$ cat config.mk
export PLATFORM = sky130hd
export DESIGN_NAME = bsp_port
export DESIGN_NICKNAME = d
export VERILOG_FILES = /design/src/bsp_port.v /design/src/bsp_sync.v /design/src/bsp_fifo.v
export VERILOG_INCLUDE_DIRS = /design/src
export SDC_FILE = /design/constraint.sdc
export NUM_CORES = 1
export LEC_CHECK = 0
export ABC_AREA = 1
export BUFFER_PORTS_ARGS = -buffer_cell sky130_fd_sc_hd__buf_2
export CAP_MARGIN = 20
export CORE_UTILIZATION = 60
export CTS_BUF_LIST = sky130_fd_sc_hd__clkbuf_2 sky130_fd_sc_hd__clkbuf_4 sky130_fd_sc_hd__clkbuf_8
export CTS_CLUSTER_DIAMETER = 200
export CTS_CLUSTER_SIZE = 14
export DETAILED_ROUTE_END_ITERATION = 16
export PLACE_DENSITY = 0.78
export SYNTH_ARGS = -nofsm -noshare
export SYNTH_HDL_FRONTEND = slang
export SYNTH_SLANG_ARGS = --single-unit
$ cat constraint.sdc
create_clock -name mclk -period 4.3 [get_ports mclk]
set_input_delay 0.645 -clock mclk [delete_from_list [all_inputs] [get_ports mclk]]
set_output_delay 0.645 -clock mclk [all_outputs]
set_load 0.005 [all_outputs]
$ cat src/bsp_regs.vh
// Purpose: constants for the buffered serial port pin block
// Assumes: mclk at 125 MHz, 16-bit serial words, MSB first
// Notes: included by bsp_port.v only
//
// How it works
// the receiver shifts incoming bits on edges of the receive shift clock pin.
// a frame sync pulse on the receive side starts reception of one word.
// the transmitter shifts outgoing bits on edges of the transmit shift clock.
// the transmit clock pin is an input or a driven output, and an input after reset (code drives it once reset ends if txClockMaster is high).
// the transmit clock pin floats while the global output-off input is low.
// serial transmit data floats when idle, in reset, and while output-off is low.
// a frame sync pulse on the transmit side starts transmission of one word.
// the transmit frame sync pin is input or output, input after reset, floats when off (code drives it once reset ends if txSyncMaster is high).
// sync and data are sampled on the falling shift edge, one bit per clock period.
`ifndef BSP_REGS_VH
`define BSP_REGS_VH

`define BSP_WORD_BITS 16
`define BSP_CNT_BITS 5
`define BSP_WORD_CNT 5'h10
`define BSP_FIFO_DEPTH 8
`define BSP_FIFO_AW 3
`define BSP_SYNC_WIDTH 6

// generated shift clock, half period in ns and in mclk cycles (rounded down)
`define BSP_MCLK_NS 8
`define BSP_SCLK_HALF_NS 80
`define BSP_SCLK_HALF_CYC (`BSP_SCLK_HALF_NS / `BSP_MCLK_NS)
`define BSP_DIV_BITS 8

`endif

$ cat src/bsp_port.v
// Purpose: one buffered serial port, pin-level transmit and receive
// Assumes: external clocks far slower than mclk; pins synchronised first
// Notes: words are 16 bits MSB first; transmit words queue in an 8-word FIFO
`timescale 1ns/1ps
`include "bsp_regs.vh"
module bsp_port (
    input wire mclk,
    input wire resetn,
    input wire outputOffN,
    input wire txClockMaster,
    input wire txSyncMaster,
    input wire rxShiftClock,
    input wire rxFrameSync,
    input wire rxSerialIn,
    input wire txShiftClockIn,
    output reg txShiftClockOut,
    output reg txShiftClockOe,
    input wire txFrameSyncIn,
    output reg txFrameSyncOut,
    output reg txFrameSyncOe,
    output reg txSerialOut,
    output reg txSerialOe,
    input wire [15:0] txWord,
    input wire txValid,
    output wire txReady,
    output reg [15:0] rxWord,
    output reg rxValid,
    output reg txBusy
);
    localparam [1:0] ST_IDLE = 2'b01;
    localparam [1:0] ST_SHIFT = 2'b10;

    // edge finders; falling serves both directions, rising the transmitter only
    function rising;
        input prev;
        input cur;
        begin
            rising = cur & ~prev;
        end
    endfunction

    function falling;
        input prev;
        input cur;
        begin
            falling = prev & ~cur;
        end
    endfunction

    wire [`BSP_SYNC_WIDTH-1:0] pinSync;
    wire offNS;
    wire rxClkS;
    wire rxFsS;
    wire rxDataS;
    wire txClkS;
    wire txFsS;
    wire [15:0] fifoData;
    wire fifoValid;
    wire fifoReady;

    reg [`BSP_DIV_BITS-1:0] divCnt_q;
    reg genClk_q;
    reg txClkPrev_q;
    reg rxClkPrev_q;
    reg [1:0] txState_q;
    reg [1:0] rxState_q;
    reg [15:0] txShift_q;
    reg [15:0] rxShift_q;
    reg [`BSP_CNT_BITS-1:0] txCnt_q;
    reg [`BSP_CNT_BITS-1:0] rxCnt_q;
    reg txActive_q;
    reg popPulse_q;

    // next values for the divider, transmit and receive state registers (not edge history or pin flops), worked out in the combinational blocks
    reg [`BSP_DIV_BITS-1:0] divCnt_d;
    reg genClk_d;
    reg [1:0] txState_d;
    reg [1:0] rxState_d;
    reg [15:0] txShift_d;
    reg [15:0] rxShift_d;
    reg [`BSP_CNT_BITS-1:0] txCnt_d;
    reg [`BSP_CNT_BITS-1:0] rxCnt_d;
    reg txActive_d;
    reg popPulse_d;
    reg txSerialOut_d;
    reg txBusy_d;
    reg [15:0] rxWord_d;
    reg rxValid_d;

    wire txClk;
    wire txRise;
    wire txFall;
    wire txFsSample;
    wire rxFall;

    // all pin inputs pass two flops before any logic sees them
    bsp_sync #(
        .WIDTH(`BSP_SYNC_WIDTH)
    ) uSync (
        .mclk(mclk),
        .resetn(resetn),
        .asyncIn({outputOffN, rxShiftClock, rxFrameSync, rxSerialIn,
            txShiftClockIn, txFrameSyncIn}),
        .syncOut(pinSync)
    );

    assign offNS = pinSync[5];
    assign rxClkS = pinSync[4];
    assign rxFsS = pinSync[3];
    assign rxDataS = pinSync[2];
    assign txClkS = pinSync[1];
    assign txFsS = pinSync[0];

    // transmit words wait here; a full queue holds off the producer
    bsp_fifo #(
        .WIDTH(`BSP_WORD_BITS),
        .DEPTH(`BSP_FIFO_DEPTH),
        .AW(`BSP_FIFO_AW)
    ) uFifo (
        .mclk(mclk),
        .resetn(resetn),
        .inData(txWord),
        .inValid(txValid),
        .inReady(fifoReady),
        .outData(fifoData),
        .outValid(fifoValid),
        .outReady(popPulse_q)
    );

    assign txReady = fifoReady;

    // shift clock source: own divider when master, pin otherwise
    assign txClk = txClockMaster ? genClk_q : txClkS; // see R3
    assign txRise = rising(txClkPrev_q, txClk);
    assign txFall = falling(txClkPrev_q, txClk);
    assign txFsSample = txSyncMaster ? txFrameSyncOut : txFsS;
    assign rxFall = falling(rxClkPrev_q, rxClkS); // see R1

    // divider next state: one toggle per half period
    always @* begin
        divCnt_d = divCnt_q + 8'h01;
        genClk_d = genClk_q;
        if (divCnt_q == `BSP_SCLK_HALF_CYC - 1) begin
            divCnt_d = 8'h00;
            genClk_d = ~genClk_q;
        end
    end

    // divider registers; the generated clock is read as data, never as a clock
    always @(posedge mclk or negedge resetn) begin
        if (!resetn) begin
            divCnt_q <= 8'h00;
            genClk_q <= 1'b0;
        end else begin
            divCnt_q <= divCnt_d;
            genClk_q <= genClk_d;
        end
    end

    // pin drivers; everything floats in reset and while output-off is low
    always @(posedge mclk or negedge resetn) begin
        if (!resetn) begin
            txShiftClockOut <= 1'b0;
            txShiftClockOe <= 1'b0;
            txFrameSyncOe <= 1'b0;
            txSerialOe <= 1'b0;
        end else begin
            txShiftClockOut <= genClk_q;
            txShiftClockOe <= txClockMaster & offNS; // see R4
            txFrameSyncOe <= txSyncMaster & offNS;
            txSerialOe <= txActive_q & offNS;
        end
    end

    // master frame sync: one shift period high when a word is queued
    always @(posedge mclk or negedge resetn) begin
        if (!resetn) begin
            txFrameSyncOut <= 1'b0;
        end else if (!txSyncMaster) begin
            txFrameSyncOut <= 1'b0;
        end else if (txRise) begin
            txFrameSyncOut <= !txFrameSyncOut && fifoValid && txState_q == ST_IDLE;
        end
    end

    // transmitter next state: sync seen on a falling edge, bits change on rising edges
    always @* begin
        txState_d = txState_q;
        txShift_d = txShift_q;
        txCnt_d = txCnt_q;
        txActive_d = txActive_q;
        txSerialOut_d = txSerialOut;
        txBusy_d = txBusy;
        popPulse_d = 1'b0;
        case (txState_q)
            ST_IDLE: begin
                txActive_d = 1'b0;
                // an empty queue lets the frame pass with the line floating
                if (txFall && txFsSample && fifoValid) begin // see R7
                    txShift_d = fifoData;
                    txCnt_d = `BSP_WORD_CNT;
                    popPulse_d = 1'b1;
                    txState_d = ST_SHIFT;
                    txBusy_d = 1'b1;
                end
            end
            ST_SHIFT: begin
                if (txRise) begin
                    if (txCnt_q != 5'h00) begin
                        txSerialOut_d = txShift_q[15];
                        txShift_d = {txShift_q[14:0], 1'b0};
                        txCnt_d = txCnt_q - 5'h01;
                        txActive_d = 1'b1;
                    end else begin
                        // last bit held one full period, then release
                        txActive_d = 1'b0;
                        txState_d = ST_IDLE;
                        txBusy_d = 1'b0;
                    end
                end
            end
            default: begin
                txState_d = ST_IDLE;
            end
        endcase
    end

    // transmit registers; data, busy and the pop strobe all leave from flops
    always @(posedge mclk or negedge resetn) begin
        if (!resetn) begin
            txClkPrev_q <= 1'b0;
            txState_q <= ST_IDLE;
            txShift_q <= 16'h0000;
            txCnt_q <= 5'h00;
            txActive_q <= 1'b0;
            txSerialOut <= 1'b0;
            popPulse_q <= 1'b0;
            txBusy <= 1'b0;
        end else begin
            txClkPrev_q <= txClk;
            txState_q <= txState_d;
            txShift_q <= txShift_d;
            txCnt_q <= txCnt_d;
            txActive_q <= txActive_d;
            txSerialOut <= txSerialOut_d;
            popPulse_q <= popPulse_d;
            txBusy <= txBusy_d;
        end
    end

    // receiver next state: sync and each bit sampled on falling edges of its clock
    always @* begin
        rxState_d = rxState_q;
        rxShift_d = rxShift_q;
        rxCnt_d = rxCnt_q;
        rxWord_d = rxWord;
        rxValid_d = 1'b0;
        case (rxState_q)
            ST_IDLE: begin
                if (rxFall && rxFsS) begin
                    rxCnt_d = `BSP_WORD_CNT;
                    rxState_d = ST_SHIFT;
                end
            end
            ST_SHIFT: begin
                if (rxFall) begin
                    rxShift_d = {rxShift_q[14:0], rxDataS};
                    rxCnt_d = rxCnt_q - 5'h01;
                    if (rxCnt_q == 5'h01) begin
                        // word handed over as a one-cycle strobe, no back-pressure
                        rxWord_d = {rxShift_q[14:0], rxDataS};
                        rxValid_d = 1'b1;
                        rxState_d = ST_IDLE;
                    end
                end
            end
            default: begin
                rxState_d = ST_IDLE;
            end
        endcase
    end

    // receive registers; word and strobe leave the block from here
    always @(posedge mclk or negedge resetn) begin
        if (!resetn) begin
            rxClkPrev_q <= 1'b0;
            rxState_q <= ST_IDLE;
            rxShift_q <= 16'h0000;
            rxCnt_q <= 5'h00;
            rxWord <= 16'h0000;
            rxValid <= 1'b0;
        end else begin
            rxClkPrev_q <= rxClkS;
            rxState_q <= rxState_d;
            rxShift_q <= rxShift_d;
            rxCnt_q <= rxCnt_d;
            rxWord <= rxWord_d;
            rxValid <= rxValid_d;
        end
    end
endmodule // bsp_port

$ cat src/bsp_sync.v
// Purpose: two-flop synchroniser for pin inputs
// Assumes: inputs are asynchronous to mclk
// Notes: first stage is read by the second stage only
`timescale 1ns/1ps
module bsp_sync #(
    parameter WIDTH = 1
) (
    input wire mclk,
    input wire resetn,
    input wire [WIDTH-1:0] asyncIn,
    output reg [WIDTH-1:0] syncOut
);
    reg [WIDTH-1:0] stage_q;

    // metastability guard, both stages clear in reset
    always @(posedge mclk or negedge resetn) begin
        if (!resetn) begin
            stage_q <= {WIDTH{1'b0}};
            syncOut <= {WIDTH{1'b0}};
        end else begin
            stage_q <= asyncIn;
            syncOut <= stage_q;
        end
    end
endmodule // bsp_sync

$ cat src/bsp_fifo.v
// Purpose: small shift-down FIFO for transmit words
// Assumes: single clock, one push and one pop per cycle at most
// Notes: head word always sits in a register, so read data is registered
`timescale 1ns/1ps
module bsp_fifo #(
    parameter WIDTH = 16,
    parameter DEPTH = 8,
    parameter AW = 3
) (
    input wire mclk,
    input wire resetn,
    input wire [WIDTH-1:0] inData,
    input wire inValid,
    output reg inReady,
    output wire [WIDTH-1:0] outData,
    output wire outValid,
    input wire outReady
);
    reg [WIDTH-1:0] mem [0:DEPTH-1];
    reg [AW:0] count_q;
    reg [AW:0] count_d;
    wire push;
    wire pop;
    integer i;

    assign push = inValid & inReady;
    assign pop = outReady & (count_q != {(AW+1){1'b0}});
    assign outValid = (count_q != {(AW+1){1'b0}});
    assign outData = mem[0];

    // occupancy after this cycle's push and pop
    always @* begin
        count_d = count_q;
        if (push & !pop) begin
            count_d = count_q + 1'b1;
        end else if (pop & !push) begin
            count_d = count_q - 1'b1;
        end
    end

    // storage shifts toward the head on a pop; no reset needed on data
    always @(posedge mclk) begin
        for (i = 0; i < DEPTH; i = i + 1) begin
            if (pop && i < DEPTH - 1) begin
                mem[i] <= mem[i+1];
            end
            if (push && (i == count_q - (pop ? 1 : 0))) begin
                mem[i] <= inData;
            end
        end
    end

    // ready is registered so it can leave the top directly
    always @(posedge mclk or negedge resetn) begin
        if (!resetn) begin
            count_q <= {(AW+1){1'b0}};
            inReady <= 1'b0;
        end else begin
            count_q <= count_d;
            inReady <= (count_d < DEPTH);
        end
    end
endmodule // bsp_fifo

==> out/qor.csv, run 1 <==
stage,metric,value,unit
route,vias,6787,
logic_synthesis,syn_inst,1011,
cts,clock-sinks,227,
global_route,track_usage,0.214,
logic_synthesis,synth.top_cell.area_share,0.388,
sta,period_share,0.858,
hold_path,hold_start,txShiftClockIn,
die,coreArea,0.0160,sq mm
route,dr.pass1.iters,5,
logic_synthesis,synth.area.top_cells,"edfxtp_1 39%, dfrtp_1 25%, nand2_1 15%, nand3_1 7.0%, inv_1 2.4%",
cells_and_area,drive_above_1_share,0.122,
cells_and_area,n_fill_cell,1236,
global_route,grt_util_met3,0.0330,
sta,tightest_slew,0.699,ns
placement,place_hpwl,11800,um
sta,worst_hold_slack,0.198,ns
logic_synthesis,ys_seq_area_frac,0.639,
worst_setup_path,crit_start,uFifo.count_q[0]$_DFFE_PN0P_,
die,rows,46,
die,initial_core_util,0.619,
power_and_ir_drop,seqPwrFrac,0.557,
die,die_area,0.0170,sq mm
sta,setup_slack,0.608,ns
die,die_h,130,um
worst_setup_path,path_max_fanout,20,
cells_and_area,areaGrowthSynthToFinish,8.84,%
route,vias_per_cell,5.24,
logic_synthesis,ys_ff_latch,227,
logic_synthesis,yosysMostFrequentCell,nand2_1,
logic_synthesis,syn_area_per_cell,9.79,sq um
die,io_pins,52,
global_route,grt_util_met2,0.369,
logic_synthesis,syn-cell-area,0.00990,sq mm
sta,setup-tns-final,0,ns
logic_synthesis,synth_common_cells,"406 x nand2_1, 139 x nand3_1, 128 x edfxtp_1",
cts,post_cts_buffers,0,
global_route,use_met1,0.287,
cts,cts-htree-levels,1,
route,drt_iter0_drc,424,
power_and_ir_drop,power.internal,3.36,mW
sta,slew_headroom,0.533,
logic_synthesis,yosysWarnings,0,
global_route,grt_pass1_vias,6395,
route,wl_per_cell,13.4,um
power_and_ir_drop,p_leak,5.09,nW
placement,routabilityCongestion,0.807,
global_route,grt_overflow_total,0,
cells_and_area,diodes,0,
logic_synthesis,synth_cell_types,37,
logic_synthesis,synth-edff-count,128,
logic_synthesis,syn_nets,1051,
power_and_ir_drop,p_per_area,443,mW/mm^2
worst_setup_path,regToRegStartpoint,uFifo.count_q[0]$_DFFE_PN0P_,
route,wirelength,17300,um
worst_setup_path,critPathKind,flop to flop,
job,max_cap_viol_count,0,
cts,tritoncts,yes,
placement,place_ws,0.647,ns
power_and_ir_drop,swShare,0.296,
cts,clockBufferDepth,3,
cts,cts_buffers,20,
worst_setup_path,cp_data_arrival_time,3.87,ns
cts,cts-root-buf,clkbuf_8,
logic_synthesis,synthFlopType,edfxtp_1,
route,drc,0,
logic_synthesis,synth_top_area_cell,edfxtp_1,
sta,clock.fmax,271,MHz
sta,rsz0062_at_grt,false,
sta,slew_violations,0,
sta,hold_viol,0,
logic_synthesis,async_flop_share,0.436,
outcome,status,"finished, final reports clean",
global_route,grt_pass1_wl,29200,um
cts,clk_pin_slew,0.10,ns
sta,setup_violations,0,
global_route,grt-busiest-layer,met2,
power_and_ir_drop,p_total,4.77,mW
worst_setup_path,cp-start-kind,flop,
power_and_ir_drop,power_frac_comb,0.178,
power_and_ir_drop,p_clk_frac,0.265,
sta,final.min_clock_period,3.69,ns
global_route,antenna_found_initial,0,
sta,worst_clock_skew,0.0382,ns
power_and_ir_drop,ir_worst_vdd,360,uV
placement,io_buffer_count,51,
hold_path,hold_path.class,input port to flop,
route,ant_nets,0,
die,dieWidth,130,um
cts,clk_latency,0.54,ns
cells_and_area,fin_nets,1104,
power_and_ir_drop,p_sw,1.41,mW
global_route,grt_max_degree,81,
cts,cts_resized,0,
worst_setup_path,cp-end-kind,flop,
worst_setup_path,cp.required,4.48,ns
## cell families after synthesis
family / synth area share
XOR/XNOR: 0.00695
AO/OA/AOI/OAI: 0.0272
adder cells (fa/ha/maj): 0.0164
buffers and inverters: 0.0504
flip-flops: 0.639
AND/OR/NAND/NOR: 0.260
## sequential cells by signal, summed over array words and instances (netlist names), 2 cells and up
signal	flops
uFifo.mem	128
rxWord	16
txShift_q	16
rxShift_q	15
divCnt_q	8
uSync.stage_q	6
uSync.syncOut	6
rxCnt_q	5
txCnt_q	5
uFifo.count_q	4
rxState_q	2
txState_q	2
## stage by stage
step | instance area [sq um] | instances | util
6_report | 10800 | 1294 | 0.673
4_1_cts | 10700 | 1292 | 0.671
2_1_floorplan | 9900 | 1011 | -
3_3_place_gp | 10300 | 1256 | 0.646
3_5_place_dp | 10300 | 1256 | 0.646
5_1_grt | 10800 | 1294 | 0.673
## power by group through the flow
| stage | registers, mW | clock network (mW) | logic, mW |
|---|---|---|---|
| final | 2.66 | 1.27 | 0.848 |
| after global routing | 2.68 | 1.37 | 0.960 |
| after CTS | 2.66 | 1.29 | 0.845 |
| after detailed placement | 2.70 | 0 | 0.843 |
| after global placement | 2.69 | 0 | 0.808 |
| after floorplan | 2.67 | 0 | 0.736 |
## layout by cell type, fill, tap and decap left out, types with 2 or more instances in the layout
cell type and instances:
dfstp_2 2, dfrtp_1 97, nor3_4 3, clkbuf_8 20, buf_2 50, nand2_2 9
nand3_1 139, a21oi_1 8, edfxtp_1 128, nor2_1 27, xor2_1 5, nor2_4 2
nor3b_1 2, inv_1 64, buf_4 21, clkbuf_4 14, ha_1 13, nand2_1 406
nor3_1 7, nand4_1 4, o21ai_0 37
## worst paths after layout
check / slack, ns / end / cells after the start
max: 0.61 / uFifo.mem[2][29]$_DFFE_PP_ / 13
min: 0.20 / uSync.stage_q[1]$_DFF_PN0_ / 1
max reg2reg: 0.61 / uFifo.mem[2][29]$_DFFE_PP_ / 13
min reg2reg: 0.36 / uSync.syncOut[0]$_DFF_PN0_ / 0
max in group asynchronous: 2.93 / rxCnt_q[2]$_DFFE_PN0P_ / 4
min in group asynchronous: 0.47 / divCnt_q[5]$_DFF_PN0_ / 2
## per-layer routing
metal,up-vias,share of wire
met5,-,0
met4,0,0.017
met3,30,0.042
met2,137,0.49
met1,3203,0.45
li1,3417,-
## worst max-delay path, cell delays in order, from the launching register on
cell and delay, ns:
dfrtp_1 0.39, inv_1 0.15, ha_1 0.25, nand2_1 0.08, nand2_1 0.30, inv_1 0.12, ha_1 0.23, nor3b_1 0.16
ha_1 0.20, nand3b_2 0.28, nor2_4 0.41, nand2_2 0.06, buf_4 0.21, nand2_1 0.47
## layout make-up
type                    instances  area (sq um)  area share
clock buffers                  34           380      0.0353
clock inverters                 2          25.0     0.00232
inverters                      66           248      0.0230
multi-input cells             676          3080       0.286
flip-flops and latches        227          6320       0.587
well taps                     216           270      0.0251
repair buffers                 73           445      0.0413
## what timing repair did
action / CTS / global route
hold endpoints to repair: 0 / 6
setup endpoints to repair: 0 / 0
hold buffers: 0 / 1
Power figures use the tool's default switching activity.
==> run 2, diff against run 1 <==
==> constraint.sdc (replaced) <==
create_clock -name mclk -period 4.3 [get_ports mclk]
set_input_delay 0.215 -clock mclk [delete_from_list [all_inputs] [get_ports mclk]]
set_output_delay 0.215 -clock mclk [all_outputs]
set_load 0.005 [all_outputs]
==> run 2 against run 1 <==
Effect of this change: register-to-register slack got worse by 0.05 ns; core utilization increased by 0.86 points; critical endpoint is now uFifo.mem[3][12]$_DFFE_PP_; global-route usage increased by 0.88 points; clock power is essentially flat; die area did not move; fmax down 1.4%; combinational power is 2% higher; setup slack worse by 0.053 ns; first-iteration DRC count increased by 32%; sequential cell count stayed put; wire length up 3.2%.
==> out/qor.csv, run 2 (synthesis gave the netlist of run 1 again) <==
stage,metric,value,unit,change
die,dieWidth,130,um,unchanged
route,drt_iter0_drc,559,,+32%
sta,setup_violations,0,,unchanged
cts,tritoncts,yes,,
worst_setup_path,regToRegStartpoint,uFifo.count_q[1]$_DFFE_PN0P_,,
cts,clock-sinks,227,,unchanged
sta,final.min_clock_period,3.74,ns,+0.0530 ns
cts,clk_latency,0.52,ns,-0.02 ns
route,drc,0,,unchanged
route,met1_length,7950,um,+1.4%
power_and_ir_drop,p_leak,5.15,nW,+1.1%
cells_and_area,largest_register_ff_count,128,,unchanged
global_route,grt_pass1_wl,30200,um,+3.7%
route,dr_wl_met2,8860,um,+5.1%
cts,cts-htree-levels,1,,unchanged
worst_setup_path,cp-end-kind,flop,,
die,coreArea,0.0160,sq mm,unchanged
sta,hold_viol,0,,unchanged
placement,routabilityCongestion,0.802,,-0.57%
global_route,grt_pass1_vias,6537,,+2.2%
cells_and_area,fin_nets,1119,,+1.4%
cells_and_area,areaGrowthSynthToFinish,10.2,%,
die,initial_core_util,0.619,,unchanged
global_route,track_usage,0.223,,+0.00879
cells_and_area,largest_register,uFifo.mem,,
route,vias_per_cell,5.20,,-0.91%
cells_and_area,drive_above_1_share,0.120,,-0.00260
route,vias,6803,,+0.24%
die,die_h,130,um,unchanged
cts,clk_pin_slew,0.09,ns,about the same
placement,place_ws,0.575,ns,-0.0722 ns
cells_and_area,layout_common_cells,"406 x nand2_1, 139 x nand3_1, 128 x edfxtp_1, 97 x dfrtp_1, 64 x inv_1",,
sta,clock.fmax,267,MHz,-1.4%
global_route,grt_overflow_total,0,,unchanged
worst_setup_path,cp.required,4.46,ns,-0.02 ns
cells_and_area,diodes,0,,unchanged
sta,slew_violations,0,,unchanged
route,wirelength,17800,um,+3.2%
outcome,status,"finished, final reports clean",,
cts,cts-root-buf,clkbuf_8,,
sta,period_share,0.871,,+0.0123
route,routed-wl-met3,681,um,-6.8%
placement,io_buffer_count,51,,unchanged
die,rows,46,,unchanged
cts,cts_buffers,20,,unchanged
cts,cts_resized,0,,unchanged
worst_setup_path,path_max_fanout,20,,unchanged
worst_setup_path,rr_worst_depth,13,,unchanged
sta,slew_headroom,0.476,,-0.0573
die,io_pins,52,,unchanged
route,ant_nets,0,,unchanged
cells_and_area,top_regs,"uFifo.mem (128), rxWord (16), txShift_q (16)",,
sta,worst_clock_skew,0.0251,ns,-0.0131 ns
cells_and_area,n_fill_cell,1195,,-3.3%
job,max_cap_viol_count,0,,unchanged
sta,setup_slack,0.555,ns,-0.0530 ns
route,wl_per_cell,13.6,um,+2.0%
hold_path,hold_path.class,input port to flop,,
sta,tightest_slew,0.787,ns,+0.0876 ns
route,top_layer_used,met4,,
cts,clockBufferDepth,3,,unchanged
route,dr.pass1.iters,5,,unchanged
worst_setup_path,critPathKind,flop to flop,,
worst_setup_path,cp-start-kind,flop,,
sta,setup-tns-final,0,ns,unchanged
hold_path,hold_path_depth,1,,unchanged
cells_and_area,final_common_cell,nand2_1,,
hold_path,hold_start,txWord[11],,
global_route,grt_max_degree,65,,-20%
worst_setup_path,cp_data_arrival_time,3.90,ns,+0.03 ns
global_route,antenna_found_initial,0,,unchanged
power_and_ir_drop,p_per_area,440,mW/mm^2,-0.60%
sta,rsz0062_at_grt,false,,
placement,place_hpwl,12200,um,+3.6%
worst_setup_path,crit_start,uFifo.count_q[1]$_DFFE_PN0P_,,
die,die_area,0.0170,sq mm,unchanged
power_and_ir_drop,ir_worst_vdd,360,uV,-0.25%
==> run 2: final timing paths <==
path,to,slack [ns]
worst max-delay path,uFifo.mem[3][12]$_DFFE_PP_,0.56
worst min-delay path,uFifo.mem[3][27]$_DFFE_PP_,0.03
worst max register to register,uFifo.mem[3][12]$_DFFE_PP_,0.56
worst min register to register,uSync.syncOut[5]$_DFF_PN0_,0.35
max in group asynchronous,rxWord[13]$_DFFE_PN0P_,3.02
min in group asynchronous,divCnt_q[7]$_DFF_PN0_,0.30
==> run 2: critical path: stages (launching register included) <==
cell and delay [ns]:
dfrtp_1 0.44, inv_1 0.13, ha_1 0.25, nand2_1 0.08, nand2_1 0.29, inv_1 0.12
ha_1 0.23, nor3b_1 0.16, ha_1 0.20, nand3b_2 0.28, nor2_4 0.41, nand2_2 0.07
buf_4 0.20, nand2_1 0.52
==> run 2: final cells by class <==
cell class                      instances  area, sq um  area share
Clock inverter                          1         16.3     0.00149
Sequential cell                       227         6320       0.580
Clock buffer                           35          394      0.0361
Tap cell                              216          270      0.0248
Timing Repair Buffer                   88          578      0.0530
Inverter                               66          248      0.0227
Multi-Input combinational cell        676         3080       0.282
==> run 2: per-layer routing <==
metal  vias up  global-route usage
met1      3174               0.303
met3        27              0.0338
li1       3456                   -
met2       146               0.378
met5         -                   0
met4         0              0.0602
==> run 2: power by group <==
part | switching [mW] | total [mW] | internal [mW] | leakage, nW
clock network | 0.695 | 1.28 | 0.583 | 0.222
logic | 0.616 | 0.864 | 0.248 | 2.48
registers | 0.110 | 2.66 | 2.55 | 2.45
total | 1.42 | 4.80 | 3.38 | 5.15
==> run 2: through the flow <==
| step | hold WS [ns] | util | cells | total power, mW | cell area (sq um) |
|---|---|---|---|---|---|
| floorplan | -0.0806 | - | 1011 | 3.40 | 9900 |
| global placement | 0.323 | 0.646 | 1256 | 3.50 | 10300 |
| detailed placement | 0.325 | 0.646 | 1256 | 3.55 | 10300 |
| CTS | 0.00339 | 0.682 | 1309 | 4.83 | 10900 |
| global route | 0.0125 | 0.682 | 1309 | 5.06 | 10900 |
| finish | 0.0347 | 0.682 | 1309 | 4.80 | 10900 |
==> run 2: what timing repair did <==
action / CTS / global route
setup buffers: 0 / 0
endpoints found under the hold margin: 79 / 0
hold buffers: 17 / 0
